## src/dma_ctrl_pkg.sv

```systemverilog
// Register map, field layout and timing constants for the DMA control block
package dma_ctrl_pkg;
  // Register numbers are word indexes; byte address is four times that
  localparam logic [7:0] IDX_STATUS = 8'h30;
  localparam logic [7:0] IDX_MODE = 8'h31;
  localparam logic [7:0] IDX_CNTL = 8'h32;
  localparam logic [7:0] OFS_STATUS = {IDX_STATUS[5:0], 2'b00};
  localparam logic [7:0] OFS_MODE = {IDX_MODE[5:0], 2'b00};
  localparam logic [7:0] OFS_CNTL = {IDX_CNTL[5:0], 2'b00};
  localparam logic [7:0] OFS_CH0_COUNT = 8'h40;
  localparam logic [7:0] OFS_CH1_COUNT = 8'h44;
  localparam logic [7:0] OFS_CPU_STAT = 8'h48;
  localparam int BIT_DE1 = 7;
  localparam int BIT_DE0 = 6;
  localparam int BIT_WG1 = 5;
  localparam int BIT_WG0 = 4;
  localparam int BIT_IE1 = 3;
  localparam int BIT_IE0 = 2;
  localparam int BIT_ME = 0;
  localparam int POS_DST = 4;
  localparam int POS_SRC = 2;
  localparam int BIT_PACE = 1;
  localparam int POS_MWAIT = 6;
  localparam int POS_IWAIT = 4;
  localparam int BIT_SENSE1 = 3;
  localparam int BIT_SENSE0 = 2;
  localparam int POS_DIR1 = 0;
  localparam logic [7:0] MODE_RESET = 8'h00;
  localparam logic [7:0] CNTL_RESET = 8'hF0;
  localparam logic [15:0] COUNT_RESET = 16'h0000;
  localparam logic [1:0] AMODE_INC = 2'h0;
  localparam logic [1:0] AMODE_DEC = 2'h1;
  localparam logic [1:0] AMODE_FIX = 2'h2;
  localparam logic [1:0] AMODE_IO = 2'h3;
  // Machine cycle: read T1..T3, write T1..T3 per byte
  localparam int MCYCLE_CLKS = 3;
  localparam logic [1:0] MCYCLE_LAST = 2'h2;
  localparam logic [1:0] TSTATE_T2 = 2'h1;
  typedef enum {ST_IDLE, ST_START, ST_RD, ST_WR, ST_CPU} dma_state_e;
endpackage

```

## src/dual_channel_dma_control.sv

```systemverilog
// Two-channel DMA control, channel sequencing and APB register file
//
// Function
// - Channel 1 ended with interrupt enable set raises interrupt request.
// - Channel 0 ended with interrupt enable set raises interrupt request.
// - Channel transfers only while its enable and main enable are set.
// - Non-maskable interrupt and reset clear the main enable; a same-cycle channel enable set wins over the interrupt.
// - Main enable set only by writing one to a channel enable.
// - Channel 0 destination mode picks memory step or fixed I/O.
// - Channel 0 source mode uses the same encoding as destination.
// - Pacing bit picks burst or cycle steal for memory copies.
// - Burst keeps the bus until the byte count is zero.
// - Cycle steal alternates one CPU cycle with one byte.
// - Memory copy continues without requests until count is zero.
// - Channel 0 request ignored during memory copies.
// - Memory to I/O transfers are paced by channel 0 request.
// - Sense bit zero means level, one means falling edge.
// - Level sense starts on low, samples in T2, releases on high.
// - Edge sense starts on falling edge, continues on fresh edge.
// - Transfer end output low during the final byte write.
// - Memory copy starts one machine cycle after enable write.
// - Channel 1 mode picks direction and memory address step; the code keeps these bits in cntl_reg but never acts on them.
// - Wait insertion fields reset to all ones.
// - Channel enable clears when its byte count reaches zero.
// - Enable changes only with write gate zero; gates read one.
// - Byte count decrements by one per transferred byte.
// - Channel 0 wins when both channels request together.
//
// The APB interface to the registers was chosen for this implementation.
`timescale 1ns/10ps
module dual_channel_dma_control
  import dma_ctrl_pkg::*;
(
  input wire logic mclk, // System clock
  input wire logic srst, // Synchronous reset
  input wire logic psel, // APB select
  input wire logic penable, // APB enable
  input wire logic pwrite, // APB direction
  input wire logic [7:0] paddr, // APB byte address
  input wire logic [31:0] pwdata, // APB write data
  output logic [31:0] prdata, // APB read data
  output logic pready, // APB ready
  output logic pslverr, // APB error
  input wire logic nmiPulse, // Non-maskable interrupt event
  input wire logic chan0_request_n, // Channel 0 request pin
  input wire logic chan1_request_n, // Channel 1 request pin
  output logic chan0_last_byte_n, // Channel 0 transfer end
  output logic busOwned, // DMA holds the bus
  output logic writeCycle, // Byte write cycle in progress
  output logic activeChan1, // Current byte is channel 1
  output logic irqRequest // Termination interrupt
);
  logic de0_reg, de1_reg, ie0_reg, ie1_reg, me_reg;
  logic [7:0] mode_reg, cntl_reg;
  logic [15:0] cnt0_reg, cnt1_reg;
  logic [2:0] req0Sync, req1Sync;
  logic req0Low, req1Low, fall0, fall1, edge0_reg, edge1_reg;
  logic pinHigh0_reg, pinHigh1_reg;
  dma_state_e state_reg;
  logic [1:0] tcnt_reg;
  logic chan_reg;
  logic wrAcc, copyStart, statWr, en0Write, en1Write, mem2mem;
  logic run0, run1, want0, want1, sampleT2, byteDone, lastByte, contNext;

  function automatic logic isFixed(input logic [1:0] m);
    isFixed = m[1];
  endfunction

  assign wrAcc = psel && penable && pwrite;
  assign statWr = wrAcc && paddr == OFS_STATUS;
  assign en0Write = statWr && !pwdata[BIT_WG0];
  assign en1Write = statWr && !pwdata[BIT_WG1];
  assign mem2mem = !(mode_reg[POS_DST +: 2] == AMODE_IO)
    && !(mode_reg[POS_SRC +: 2] == AMODE_IO);
  assign copyStart = en0Write && pwdata[BIT_DE0] && mem2mem;
  assign run0 = de0_reg && me_reg;
  assign run1 = de1_reg && me_reg;

  // Three stage pin synchronisers
  always_ff @(posedge mclk)
  begin
    if (srst)
    begin
      req0Sync <= 3'h7;
      req1Sync <= 3'h7;
      pinHigh0_reg <= 1'b1;
      pinHigh1_reg <= 1'b1;
    end
    else
    begin
      req0Sync <= {req0Sync[1:0], chan0_request_n};
      req1Sync <= {req1Sync[1:0], chan1_request_n};
      // Level only moves once the last two stages agree
      if (req0Sync[1] == req0Sync[2])
        pinHigh0_reg <= req0Sync[2];
      if (req1Sync[1] == req1Sync[2])
        pinHigh1_reg <= req1Sync[2];
    end
  end
  assign req0Low = !req0Sync[1] && !req0Sync[2];
  assign req1Low = !req1Sync[1] && !req1Sync[2];
  assign fall0 = pinHigh0_reg && req0Low;
  assign fall1 = pinHigh1_reg && req1Low;

  // edge latches, used up at start or write sample
  always_ff @(posedge mclk)
  begin
    if (srst)
    begin
      edge0_reg <= 1'b0;
      edge1_reg <= 1'b0;
    end
    else
    begin
      // New edge wins; it then paces the following byte
      if (fall0)
        edge0_reg <= 1'b1;
      else if ((sampleT2 && state_reg == ST_WR && !chan_reg) ||
        (state_reg == ST_IDLE && want0 && !copyStart))
        edge0_reg <= 1'b0;
      if (fall1)
        edge1_reg <= 1'b1;
      else if ((sampleT2 && state_reg == ST_WR && chan_reg) ||
        (state_reg == ST_IDLE && want1 && !want0 && !copyStart))
        edge1_reg <= 1'b0;
    end
  end

  // sense select: low bit channel 0
  assign want0 = run0 && (mem2mem ||
    (cntl_reg[BIT_SENSE0] ? edge0_reg : req0Low));
  assign want1 = run1 && (cntl_reg[BIT_SENSE1] ? edge1_reg : req1Low);

  assign sampleT2 = tcnt_reg == TSTATE_T2;
  assign byteDone = state_reg == ST_WR && tcnt_reg == MCYCLE_LAST;
  assign lastByte = chan_reg ? cnt1_reg == 16'h0001 : cnt0_reg == 16'h0001;

  always_comb
  begin
    contNext = 1'b0;
    if (!chan_reg && mem2mem)
      contNext = mode_reg[BIT_PACE];
    else if (!chan_reg)
      contNext = cntl_reg[BIT_SENSE0] ? edge0_reg : req0Low;
    else
      contNext = cntl_reg[BIT_SENSE1] ? edge1_reg : req1Low;
  end

  logic cont_reg;
  always_ff @(posedge mclk)
  begin
    if (srst)
      cont_reg <= 1'b0;
    else if (state_reg == ST_WR && sampleT2)
      cont_reg <= contNext;
  end

  // Byte sequencer
  always_ff @(posedge mclk)
  begin
    if (srst)
    begin
      state_reg <= ST_IDLE;
      tcnt_reg <= 2'h0;
      chan_reg <= 1'b0;
    end
    else
    begin
      tcnt_reg <= (tcnt_reg == MCYCLE_LAST) ? 2'h0 : tcnt_reg + 2'h1;
      unique case (state_reg)
        ST_IDLE:
        begin
          tcnt_reg <= 2'h0;
          if (copyStart)
            state_reg <= ST_START;
          else if (want0)
          begin
            state_reg <= ST_RD;
            chan_reg <= 1'b0;
          end
          else if (want1)
          begin
            state_reg <= ST_RD;
            chan_reg <= 1'b1;
          end
        end
        ST_START:
          if (tcnt_reg == MCYCLE_LAST)
            state_reg <= ST_IDLE;
        ST_RD:
          if (!(chan_reg ? run1 : run0))
            state_reg <= ST_IDLE;
          else if (tcnt_reg == MCYCLE_LAST)
            state_reg <= ST_WR;
        ST_WR:
          if (tcnt_reg == MCYCLE_LAST)
          begin
            if (lastByte)
              state_reg <= ST_IDLE;
            else if (cont_reg)
              state_reg <= ST_RD;
            else if (!chan_reg && mem2mem)
              state_reg <= ST_CPU;
            else
              state_reg <= ST_IDLE;
          end
        ST_CPU:
          if (tcnt_reg == MCYCLE_LAST)
            state_reg <= run0 ? ST_RD : ST_IDLE;
      endcase
    end
  end

  always_ff @(posedge mclk)
  begin
    if (srst)
    begin
      cnt0_reg <= COUNT_RESET;
      cnt1_reg <= COUNT_RESET;
    end
    else if (byteDone)
    begin
      if (chan_reg)
        cnt1_reg <= cnt1_reg - 16'h0001;
      else
        cnt0_reg <= cnt0_reg - 16'h0001;
    end
    else if (wrAcc && paddr == OFS_CH0_COUNT)
      cnt0_reg <= pwdata[15:0];
    else if (wrAcc && paddr == OFS_CH1_COUNT)
      cnt1_reg <= pwdata[15:0];
  end

  // Channel enables; hardware termination wins over a software write
  always_ff @(posedge mclk)
  begin
    if (srst)
    begin
      de0_reg <= 1'b0;
      de1_reg <= 1'b0;
    end
    else
    begin
      if (byteDone && lastByte && !chan_reg)
        de0_reg <= 1'b0;
      else if (en0Write)
        de0_reg <= pwdata[BIT_DE0];
      if (byteDone && lastByte && chan_reg)
        de1_reg <= 1'b0;
      else if (en1Write)
        de1_reg <= pwdata[BIT_DE1];
    end
  end

  always_ff @(posedge mclk)
  begin
    if (srst)
      me_reg <= 1'b0;
    else if ((en0Write && pwdata[BIT_DE0]) || (en1Write && pwdata[BIT_DE1]))
      me_reg <= 1'b1;
    else if (nmiPulse)
      me_reg <= 1'b0;
  end

  // Mode, control and interrupt enables
  always_ff @(posedge mclk)
  begin
    if (srst)
    begin
      ie0_reg <= 1'b0;
      ie1_reg <= 1'b0;
      mode_reg <= MODE_RESET;
      cntl_reg <= CNTL_RESET;
    end
    else
    begin
      if (statWr)
      begin
        ie0_reg <= pwdata[BIT_IE0];
        ie1_reg <= pwdata[BIT_IE1];
      end
      // Changing mode mid-transfer is not guarded
      if (wrAcc && paddr == OFS_MODE)
        mode_reg <= {2'b00, pwdata[5:1], 1'b0};
      if (wrAcc && paddr == OFS_CNTL)
        cntl_reg <= pwdata[7:0];
    end
  end

  // Outputs, all registered
  always_ff @(posedge mclk)
  begin
    if (srst)
    begin
      chan0_last_byte_n <= 1'b1;
      busOwned <= 1'b0;
      writeCycle <= 1'b0;
      activeChan1 <= 1'b0;
      irqRequest <= 1'b0;
    end
    else
    begin
      // end low in step with writeCycle
      chan0_last_byte_n <= !(state_reg == ST_WR && !chan_reg && lastByte);
      busOwned <= state_reg == ST_RD || state_reg == ST_WR;
      writeCycle <= state_reg == ST_WR;
      activeChan1 <= chan_reg;
      irqRequest <= (ie0_reg && !de0_reg) || (ie1_reg && !de1_reg);
    end
  end

  // APB slave, zero wait states
  always_ff @(posedge mclk)
  begin
    if (srst)
    begin
      prdata <= 32'h0000_0000;
      pready <= 1'b0;
      pslverr <= 1'b0;
    end
    else
    begin
      pready <= psel && !penable;
      pslverr <= 1'b0;
      prdata <= 32'h0000_0000;
      if (psel && !penable && !pwrite)
        unique case (paddr)
          OFS_STATUS: prdata <= {24'h00_0000, de1_reg, de0_reg, 2'b11,
            ie1_reg, ie0_reg, 1'b0, me_reg};
          OFS_MODE: prdata <= {24'h00_0000, mode_reg};
          OFS_CNTL: prdata <= {24'h00_0000, cntl_reg};
          OFS_CH0_COUNT: prdata <= {16'h0000, cnt0_reg};
          OFS_CH1_COUNT: prdata <= {16'h0000, cnt1_reg};
          OFS_CPU_STAT: prdata <= {29'h000_0000, writeCycle,
            busOwned, chan0_last_byte_n};
          default: pslverr <= 1'b1;
        endcase
      else if (psel && !penable)
        pslverr <= !(paddr == OFS_STATUS || paddr == OFS_MODE ||
          paddr == OFS_CNTL || paddr == OFS_CH0_COUNT ||
          paddr == OFS_CH1_COUNT || paddr == OFS_CPU_STAT);
    end
  end
endmodule // dual_channel_dma_control

```

## config.mk

```make
export PLATFORM = sky130hd
export DESIGN_NAME = dual_channel_dma_control
export DESIGN_NICKNAME = d
export VERILOG_FILES = /design/src/dma_ctrl_pkg.sv /design/src/dual_channel_dma_control.sv
export SDC_FILE = /design/constraint.sdc
export NUM_CORES = 1
export LEC_CHECK = 0
export ABC_AREA = 1
export ABC_CLOCK_PERIOD_IN_PS = 2000
export BUFFER_PORTS_ARGS = -buffer_cell sky130_fd_sc_hd__buf_4
export CORE_AREA = 4 4 98 100
export DETAILED_ROUTE_END_ITERATION = 8
export DIE_AREA = 0 0 102 104
export GPL_TIMING_DRIVEN = 0
export PLACE_DENSITY = 0.78
export SLEW_MARGIN = 0
export SYNTH_ARGS = -nofsm -noshare
export SYNTH_HDL_FRONTEND = slang
export SYNTH_SLANG_ARGS = --single-unit
```

## constraint.sdc

```tcl
create_clock -name mclk -period 2 [get_ports mclk]
set_input_delay 0.1 -clock mclk [delete_from_list [all_inputs] [get_ports mclk]]
set_output_delay 0.1 -clock mclk [all_outputs]
set_load 0.01 [all_outputs]
```

Yosys cells after proc, flatten, opt, wreduce, memory -nomap -nowiden

Index checks and enable logic that the tools add are counted.

Add/subtract/negate cells: 3
Equal/unequal tests: 28
Multiplexer cells: 38
Bitwise operators: 2
Reduce and logical (&&, ||, !) cells: 85

Operator list:

| operator                | count |
|---|---|
| $mux W32                | 8 |
| $pmux W32 S5            | 1 |
| $mux W16                | 7 |
| $eq A32 B3 Y1 const B   | 3 |
| $pmux W16 S6            | 1 |
| $eq A32 B2 Y1 const B   | 2 |
| $logic_not A32 Y1       | 2 |
| $logic_and A1 B1 Y1     | 40 |
| $eq A16 B1 Y1 const B   | 2 |
| $eq A32 B1 Y1 const B   | 1 |
| $sub A16 B1 Y16 const B | 2 |
| $eq A8 B7 Y1 const B    | 3 |
| $eq A8 B8 Y1 const B    | 3 |
| $logic_not A1 Y1        | 17 |
| $mux W1                 | 17 |
| $ne A2 B2 Y1 const B    | 6 |
| $reduce_bool A2 Y1      | 6 |
| $logic_or A1 B1 Y1      | 11 |
| $mux W3                 | 3 |
| $eq A2 B2 Y1 const B    | 3 |
| $reduce_and A3 Y1       | 2 |
| $reduce_or A2 Y1        | 3 |
| $reduce_or A6 Y1        | 1 |
| $reduce_and A5 Y1       | 1 |
| 9 further kinds         | 11 |

Register bits after elaboration: 135
Bits of input ports: 48
Output and inout bits: 39

Longest topological paths before layout

Gate-level depths: netlist (run 1).

Word-level depth: 11
Gate-level depth with buffers: 12
Gate-level depth less buffers: 12

Worst setup path before layout (run 1)

No wires, ideal clock.

Path kind: register to register
From: register cnt1_reg[0]
To: register cnt1_reg[10]
Data arrival time: 1.420 ns
Data required time: 1.935 ns
Setup slack: 0.515 ns
Cell stages (with the launch flop): 12
Buffers on the path: 0
Period minus slack after synthesis: 1.485 ns
Cells stage by stage: dfxtp_1 > inv_1 > ha_1 > inv_1 > nor2_1 > nand3_1 > nor2_1 > xor2_1 > nand2_1 > nand2_1 > nor2_1 > nor2_1

Word-level cells in the longest chain between the ends: 3

Ends and longest elaborated chain:

| element                  | line                            | text |
|---|---|---|
| start: declaration       | dual_channel_dma_control.sv:55  | `logic [15:0] cnt0_reg, cnt1_reg;` |
| start signal: assignment | dual_channel_dma_control.sv:224 | `cnt1_reg <= cnt1_reg - 16'h0001;` |
| start signal: assignment | dual_channel_dma_control.sv:231 | `cnt1_reg <= pwdata[15:0];` |
| $sub A16 B1 Y16          | dual_channel_dma_control.sv:224 |  |
| $mux W16                 | dual_channel_dma_control.sv:223 | `if (chan_reg)` |
| $mux W16                 | dual_channel_dma_control.sv:221 | `else if (byteDone)` |

No other way between the ends. The select of a mux whose other input is x is not followed.
A chain may end at the register's enable or synchronous reset.

Final worst setup path (run 1)

From: register tcnt_reg[0]
To: register cnt1_reg[10]

Word-level cells in the longest chain between the ends: 4

Ends and longest elaborated chain:

| element                                                             | line                            | text |
|---|---|---|
| start: declaration                                                  | dual_channel_dma_control.sv:60  | `logic [1:0] tcnt_reg;` |
| start signal: assignment                                            | dual_channel_dma_control.sv:169 | `tcnt_reg <= (tcnt_reg == MCYCLE_LAST) ? 2'h0 : tcnt_reg + 2'h1;` |
| $eq A2 B2 Y1 (*)                                                    | dual_channel_dma_control.sv:135 | `assign byteDone = state_reg == ST_WR && tcnt_reg == MCYCLE_LAST;` |
| $logic_and A1 B1 Y1 (*)                                             | dual_channel_dma_control.sv:135 |  |
| $ne A2 B2 Y1 (no source line) or $reduce_bool A2 Y1 (tied branches) | n/a                             |  |
| $reduce_and A3 Y1 (no source line)                                  | n/a                             |  |

Mark *: on every way between the ends. The rest lies on a longest branch, timed or not.

==> results.yml, run 1 <==
final_layout:
  drive_above_1_share_pct: 15.0
  diodes: 0
  syn2layout_area_growth_pct: 18.8
  multi_input_area_um2: 2430
  nFillCells: 830
  seqCellArea_um2: 1800
  final_area_um2: 5600
  post-route-util_pct: 64.5
  nNetsFinal: 833
power:
  power_density_nw_per_um2: 656
  total_power_mw: 3.68
  leakage_nw: 2.54
  ir_drop_v: 0.000574
timing:
  fin_crit_sh_pct: 92.8
  clock_skew_ns: 0.0141
  maxSlewHeadroom_pct: 61.7
  max_freq_ghz: 0.539
  worst_pin_slew_ns: 0.575
  hold_viol_final: 0
  min_period_ns: 1.86
  fin_setup_tns_ns: 0
  slew_viol_final: 0
  finalSetupViolations: 0
logic_synthesis:
  ys_seq_elements: 90
  syn_area_um2: 4720
  synth_seq_area_share_pct: 38.2
  synthCells: 690
  ys_warn_count: 0
  syn_avg_cell_area_um2: 6.83
  ys_types: 41
clock_tree:
  clkSlewWorstSetupHoldPaths_ns: 0.09
  post_cts_buffers: 0
  cts_tree: "done"
  cts_root_buffer: "clkbuf_8"
  cts_htree_levels: 3
  cts_buffers: 9
  clock_latency_ns: 0.37
  clock-sinks: 90
  cts_buffer_depth: 2
worst_setup_path:
  slowest_stage: "clkbuf_1"
  arrival_ns: 2.16
  critical-path-max-stage-delay_ns: 0.48
  path_class: "flip-flop to flip-flop"
  cpLargestDelayFamily: "simple AND/OR/NAND/NOR gates"
  path_buf_inv: 2
  critPathCaptureType: "flip-flop"
  cp_cell_sequence: "inv_1 -> ha_1 -> nand2_2 -> clkbuf_1 -> nand2_1 -> nand2_1 -> nor2_1 -> nor2_1"
  cp.required_ns: 2.31
  reg2reg_depth: 8
  cp-start-kind: "flip-flop"
  path_depth: 8
  crit_fanout: 10
global_route:
  antenna_found_initial: 1
  first_global_vias: 4528
  grt_start_max_net_pins: 16
  grt_pass1_wl_um: 22400
  grtUsageTotal_pct: 26.5
  grt.overflow.total: 0
floorplan:
  die_w_um: 102
  die_h_um: 104
  pin_count: 87
  fp-row-count: 34
  core_um2: 8680
  fp.dieArea_um2: 10600
  start_util_pct: 54.3
drt:
  post_drt_wl_per_cell_um: 15.9
  drc: 0
  drtPass1Iterations: 7
  drt_iter0_drc: 409
  vias: 4961
  ant_nets: 0
  wirelength_um: 14200
  avgViaCountPerCell: 5.57
worst_hold_path:
  hold_depth: 3
  worst_hold_path_type: "primary input to flip-flop"
status:
  status: "finished clean"
placed_design:
  numPortBuffers: 54
  dp_hpwl_um: 10800
  post_dp_cell_area_um2: 5310
  place_congestion: 0.930
run:
  drv_cap: 0
[cells in the final DEF, fill, tap and decap left out, types with 5 or more instances in the layout]
cell and count:
a21oi_1 61, a31oi_1 12, buf_4 72, clkbuf_1 15
clkbuf_8 10, conb_1 16, dfxtp_1 90, dlygate4sd3_1 7
ha_1 8, inv_1 80, nand2_1 115, nand3_1 44
nand4_1 5, nor2_1 92, nor3_1 5, o21ai_0 69
o22ai_1 14, xor2_1 12
[worst paths after layout]
| check | from | end | slack [ns] |
|---|---|---|---|
| max | tcnt_reg[0] | cnt1_reg[10] | 0.14 |
| min | pwdata[4] | cntl_reg[4] | 0.01 |
| max reg2reg | tcnt_reg[0] | cnt1_reg[10] | 0.14 |
| min reg2reg | req1Sync[0] | req1Sync[1] | 0.42 |
[metrics by stage]
| step | hold WS [ns] | setup slack, ns | cells |
|---|---|---|---|
| 3_3_place_gp | 0.284 | 0.196 | 867 |
| 3_5_place_dp | 0.288 | 0.113 | 867 |
| 2_1_floorplan | 0.179 | 0.515 | 705 |
| 6_report | 0.0117 | 0.145 | 890 |
| 4_1_cts | 0.00222 | 0.0767 | 890 |
| 5_1_grt | 0.0166 | -0.00836 | 890 |
[per-layer routing]
metal | up-vias | track usage [%] | part of all wire (%)
met5 | - | 0 | 0.092
met4 | 2 | 9.56 | 2.5
met3 | 36 | 5.97 | 11
met2 | 273 | 40.4 | 44
met1 | 2239 | 36.5 | 42
li1 | 2411 | - | -
[cells in the mapped netlist]
library cell / n / area, µm²
inv_4: 1 / 6.26
a31oi_1: 12 / 75.1
a211oi_1: 1 / 7.51
nand2_2: 2 / 12.5
xnor2_1: 1 / 8.76
buf_2: 5 / 25.0
nor3_1: 5 / 25.0
nor2_2: 3 / 18.8
o22ai_1: 14 / 87.6
nand3_2: 3 / 30.0
buf_4: 18 / 135
conb_1: 1 / 3.75
a22oi_1: 1 / 7.51
nor3_2: 1 / 10.0
nor3_4: 1 / 16.3
nand2_1: 116 / 435
dfxtp_1: 90 / 1800
inv_2: 3 / 11.3
o31ai_1: 1 / 7.51
nor3b_1: 1 / 7.51
o21ai_1: 4 / 20.0
or2_2: 4 / 25.0
nand3b_1: 2 / 15.0
nand3_1: 44 / 220
clkbuf_1: 15 / 56.3
inv_1: 81 / 304
o21a_1: 1 / 7.51
a21o_1: 1 / 7.51
nor4_1: 1 / 6.26
a21boi_0: 1 / 7.51
buf_6: 1 / 11.3
a21oi_1: 61 / 305
o211ai_1: 2 / 15.0
xor2_1: 12 / 105
nand4_1: 5 / 31.3
o221ai_1: 3 / 26.3
o21ai_0: 69 / 345
nor2_4: 1 / 11.3
nor2_1: 92 / 345
o21ai_2: 2 / 17.5
ha_1: 8 / 100
[area by class of cell]
| type | count | area share (%) |
|---|---|---|
| Multi-Input combinational cell | 491 | 43.4 |
| Sequential cell | 90 | 32.2 |
| Timing Repair Buffer | 61 | 8.49 |
| Inverter | 85 | 5.74 |
| Buffer | 39 | 4.20 |
| Clock buffer | 11 | 2.52 |
| Tap cell | 108 | 2.41 |
| Clock inverter | 5 | 1.12 |
[tightest hold or removal path, cell delays in order]
cell and delay (ns):
buf_4 0.12, a21oi_1 0.06, o21ai_0 0.06
[power breakdown]
part / switching, mW / internal (mW) / leakage, nW
Combinational: 0.311 / 0.196 / 1.71
Clock: 0.688 / 0.619 / 0.0962
Sequential: 0.0305 / 1.83 / 0.727
[timing repair]
action | 4_1_cts | 5_1_grt
setup endpoints to repair | 0 | 28
hold buffers | 7 | 0
endpoints found under the hold margin | 7 | 0
gates resized for setup | 0 | 8
[cell families (layout without fill, tap and decap cells)]
kind of cell	count (synthesis)	in the layout	share of synthesized area (%)
and+or+nand+nor	281	281	25.7
AOI/OAI and AO/OA	173	173	19.9
buffers and inverters	124	201	11.6
DFF	90	90	38.2
xor gates and xnor gates	13	13	2.41
adders and majority gates	8	8	2.12
other	1	16	0.0795
Note: power is estimated with default switching activity, not from simulation.
==> run 2: changes to the inputs <==
--- a/config.mk
+++ b/config.mk
@@ -8,11 +8,12 @@
 export ABC_AREA = 1
 export ABC_CLOCK_PERIOD_IN_PS = 2000
 export BUFFER_PORTS_ARGS = -buffer_cell sky130_fd_sc_hd__buf_4
-export CORE_AREA = 4 4 98 100
+export CORE_AREA = 4 4 97 99
 export DETAILED_ROUTE_END_ITERATION = 8
-export DIE_AREA = 0 0 102 104
+export DIE_AREA = 0 0 101 103
 export GPL_TIMING_DRIVEN = 0
-export PLACE_DENSITY = 0.78
+export MAX_ROUTING_LAYER = met4
+export PLACE_DENSITY = 0.79
 export SLEW_MARGIN = 0
 export SYNTH_ARGS = -nofsm -noshare
 export SYNTH_HDL_FRONTEND = slang
==> results.yml, run 2 (synthesis gave the netlist of run 1 again) <==
status:
  status: "finished with violations"
  violations: "DRC"
drt:
  drtPass1Iterations: 8
  wirelength_um: 14100
  drc: 2
  vias: 4931
  post_drt_wl_per_cell_um: 15.9
  drt_iter0_drc: 380
  ant_nets: 0
  avgViaCountPerCell: 5.55
final_layout:
  nNetsFinal: 832
  drive_above_1_share_pct: 15.1
  syn2layout_area_growth_pct: 17.9
  final_area_um2: 5560
  nFillCells: 788
  mostFrequentLayoutCell: "nand2_1"
  seqCellArea_um2: 1800
  most-common-layout-cells: "115 x nand2_1, 92 x nor2_1, 90 x dfxtp_1"
  post-route-util_pct: 65.0
  diodes: 0
  multi_input_area_um2: 2420
timing:
  maxSlewHeadroom_pct: 61.1
  grt_setup_unrepaired: "no"
  fin_hold_ws_ns: 0.00395
  max_freq_ghz: 0.520
  hold_viol_final: 0
  worst_pin_slew_ns: 0.583
  fin_setup_tns_ns: 0
  clock_skew_ns: 0.0123
  slew_viol_final: 0
  fin_crit_sh_pct: 96.2
  min_period_ns: 1.92
  finalSetupViolations: 0
clock_tree:
  cts_root_buffer: "clkbuf_8"
  clock-sinks: 90
  cts_buffer_depth: 2
  cts_buffers: 9
  cts_tree: "done"
  clock_latency_ns: 0.37
  clkSlewWorstSetupHoldPaths_ns: 0.10
  cts_htree_levels: 3
worst_setup_path:
  slowest_stage: "dfxtp_1"
  critPathCaptureType: "flip-flop"
  r2r_end: "cnt1_reg[6]"
  cp-start-kind: "flip-flop"
  crit_fanout: 5
  cp.required_ns: 2.29
  startpoint: "cnt1_reg[0]"
  cpLargestDelayFamily: "simple AND/OR/NAND/NOR gates"
  rrSetupSlack_ns: 0.08
  path_class: "flip-flop to flip-flop"
  reg2reg_from: "cnt1_reg[0]"
  crit_top_cell: "inv_1"
  critical-path-max-stage-delay_ns: 0.35
  cp_cell_sequence: "inv_1 -> ha_1 -> inv_1 -> nor2_1 -> nand3_1 -> inv_1 -> nand2_1 -> o21ai_0 -> nand2_1 -> a21oi_1"
  reg2reg_depth: 10
  path_buf_inv: 3
  arrival_ns: 2.22
global_route:
  antenna_found_initial: 0
  grt.overflow.total: 0
  first_global_vias: 4449
  grt_pass1_wl_um: 22200
  grt_start_max_net_pins: 18
  grtUsageTotal_pct: 28.2
power:
  ir_drop_v: 0.000400
  power_switching_mw: 1.06
  power_density_nw_per_um2: 641
  share_comb_of_total_power_pct: 14.0
  intPower_mw: 2.50
  p_sw_share_pct: 29.8
  total_power_mw: 3.56
  seqPwrFrac_pct: 52.3
  leakage_nw: 2.53
  clockPowerShare_pct: 33.7
worst_hold_path:
  hold_depth: 3
  worst_hold_path_type: "primary input to flip-flop"
  worstHoldStart: "pwdata[5]"
  hold_end: "cntl_reg[5]"
floorplan:
  core_um2: 8550
  die_w_um: 101
  start_util_pct: 55.2
  pin_count: 87
  die_h_um: 103
  fp.dieArea_um2: 10400
  fp-row-count: 34
placed_design:
  post_dp_cell_area_um2: 5310
  numPortBuffers: 54
  dp_hpwl_um: 10600
  place_congestion: 0.991
run:
  drv_cap: 0
-- run 2: cell count changes in the layout (fill, tap and decap cells not counted), moves of 2 or more --
| cell | delta |
|---|---|
| clkinv_2 | +2 |
| inv_6 | +3 |
| clkinvlp_4 | -2 |
| clkbuf_1 | -2 |
-- run 2: layer usage --
metal	track usage (%)	part of all wire (%)	vias up
met2	43.2	45	246
li1	-	-	2406
met1	37.5	44	2238
met3	4.06	9.0	41
met4	11.3	2.7	0
met5	-	0	-
-- run 2: worst register-to-register path, cell delays in order (launching register included) --
cell     delay [ns]
dfxtp_1        0.35
inv_1          0.19
ha_1           0.21
inv_1          0.04
nor2_1         0.22
nand3_1        0.15
inv_1          0.15
nand2_1        0.09
o21ai_0        0.23
nand2_1        0.10
a21oi_1        0.14
-- run 2: worst max-delay path by stage --
| stage | endpoint | slack, ns | cells after the start |
|---|---|---|---|
| 4_1_cts | cnt1_reg[12] | 0.07 | 7 |
| 5_1_grt | cnt1_reg[1] | 0.004 | 10 |
| 2_1_floorplan | cnt1_reg[10] | 0.52 | 11 |
| 3_3_place_gp | cnt1_reg[10] | 0.20 | 8 |
| 3_5_place_dp | cnt0_reg[5] | 0.13 | 10 |
| 6_report | cnt1_reg[6] | 0.08 | 10 |
-- run 2: what timing repair did --
action / in CTS / in global routing
resized for setup: 0 / 5
setup endpoints to repair: 0 / 25
hold buffers: 6 / 0
endpoints found under the hold margin: 6 / 0
buffers inserted: 0 / 0
-- run 2: cell type report --
| cell class | instances | area share [%] |
|---|---|---|
| Clock inverter | 7 | 1.01 |
| Buffer | 39 | 4.14 |
| Multi-Input combinational cell | 491 | 43.6 |
| Timing Repair Buffer | 60 | 8.37 |
| Clock buffer | 9 | 2.23 |
| Inverter | 85 | 5.79 |
| Sequential cell | 90 | 32.4 |
| Tap cell | 108 | 2.43 |
-- run 2: power groups by stage --
stage	sequential (mW)	combinational (mW)	clock, mW
final	1.86	0.500	1.20
after global routing	1.87	0.559	1.28
after CTS	1.86	0.489	1.20
after detailed placement	1.90	0.478	0
after global placement	1.90	0.465	0
after floorplan	1.90	0.323	0
-- run 2: metrics by stage --
stage | cells | worst slack (ns)
floorplan | 705 | 0.515
global placement | 867 | 0.203
detailed placement | 867 | 0.129
CTS | 889 | 0.0727
global route | 889 | 0.00445
finish | 889 | 0.0752
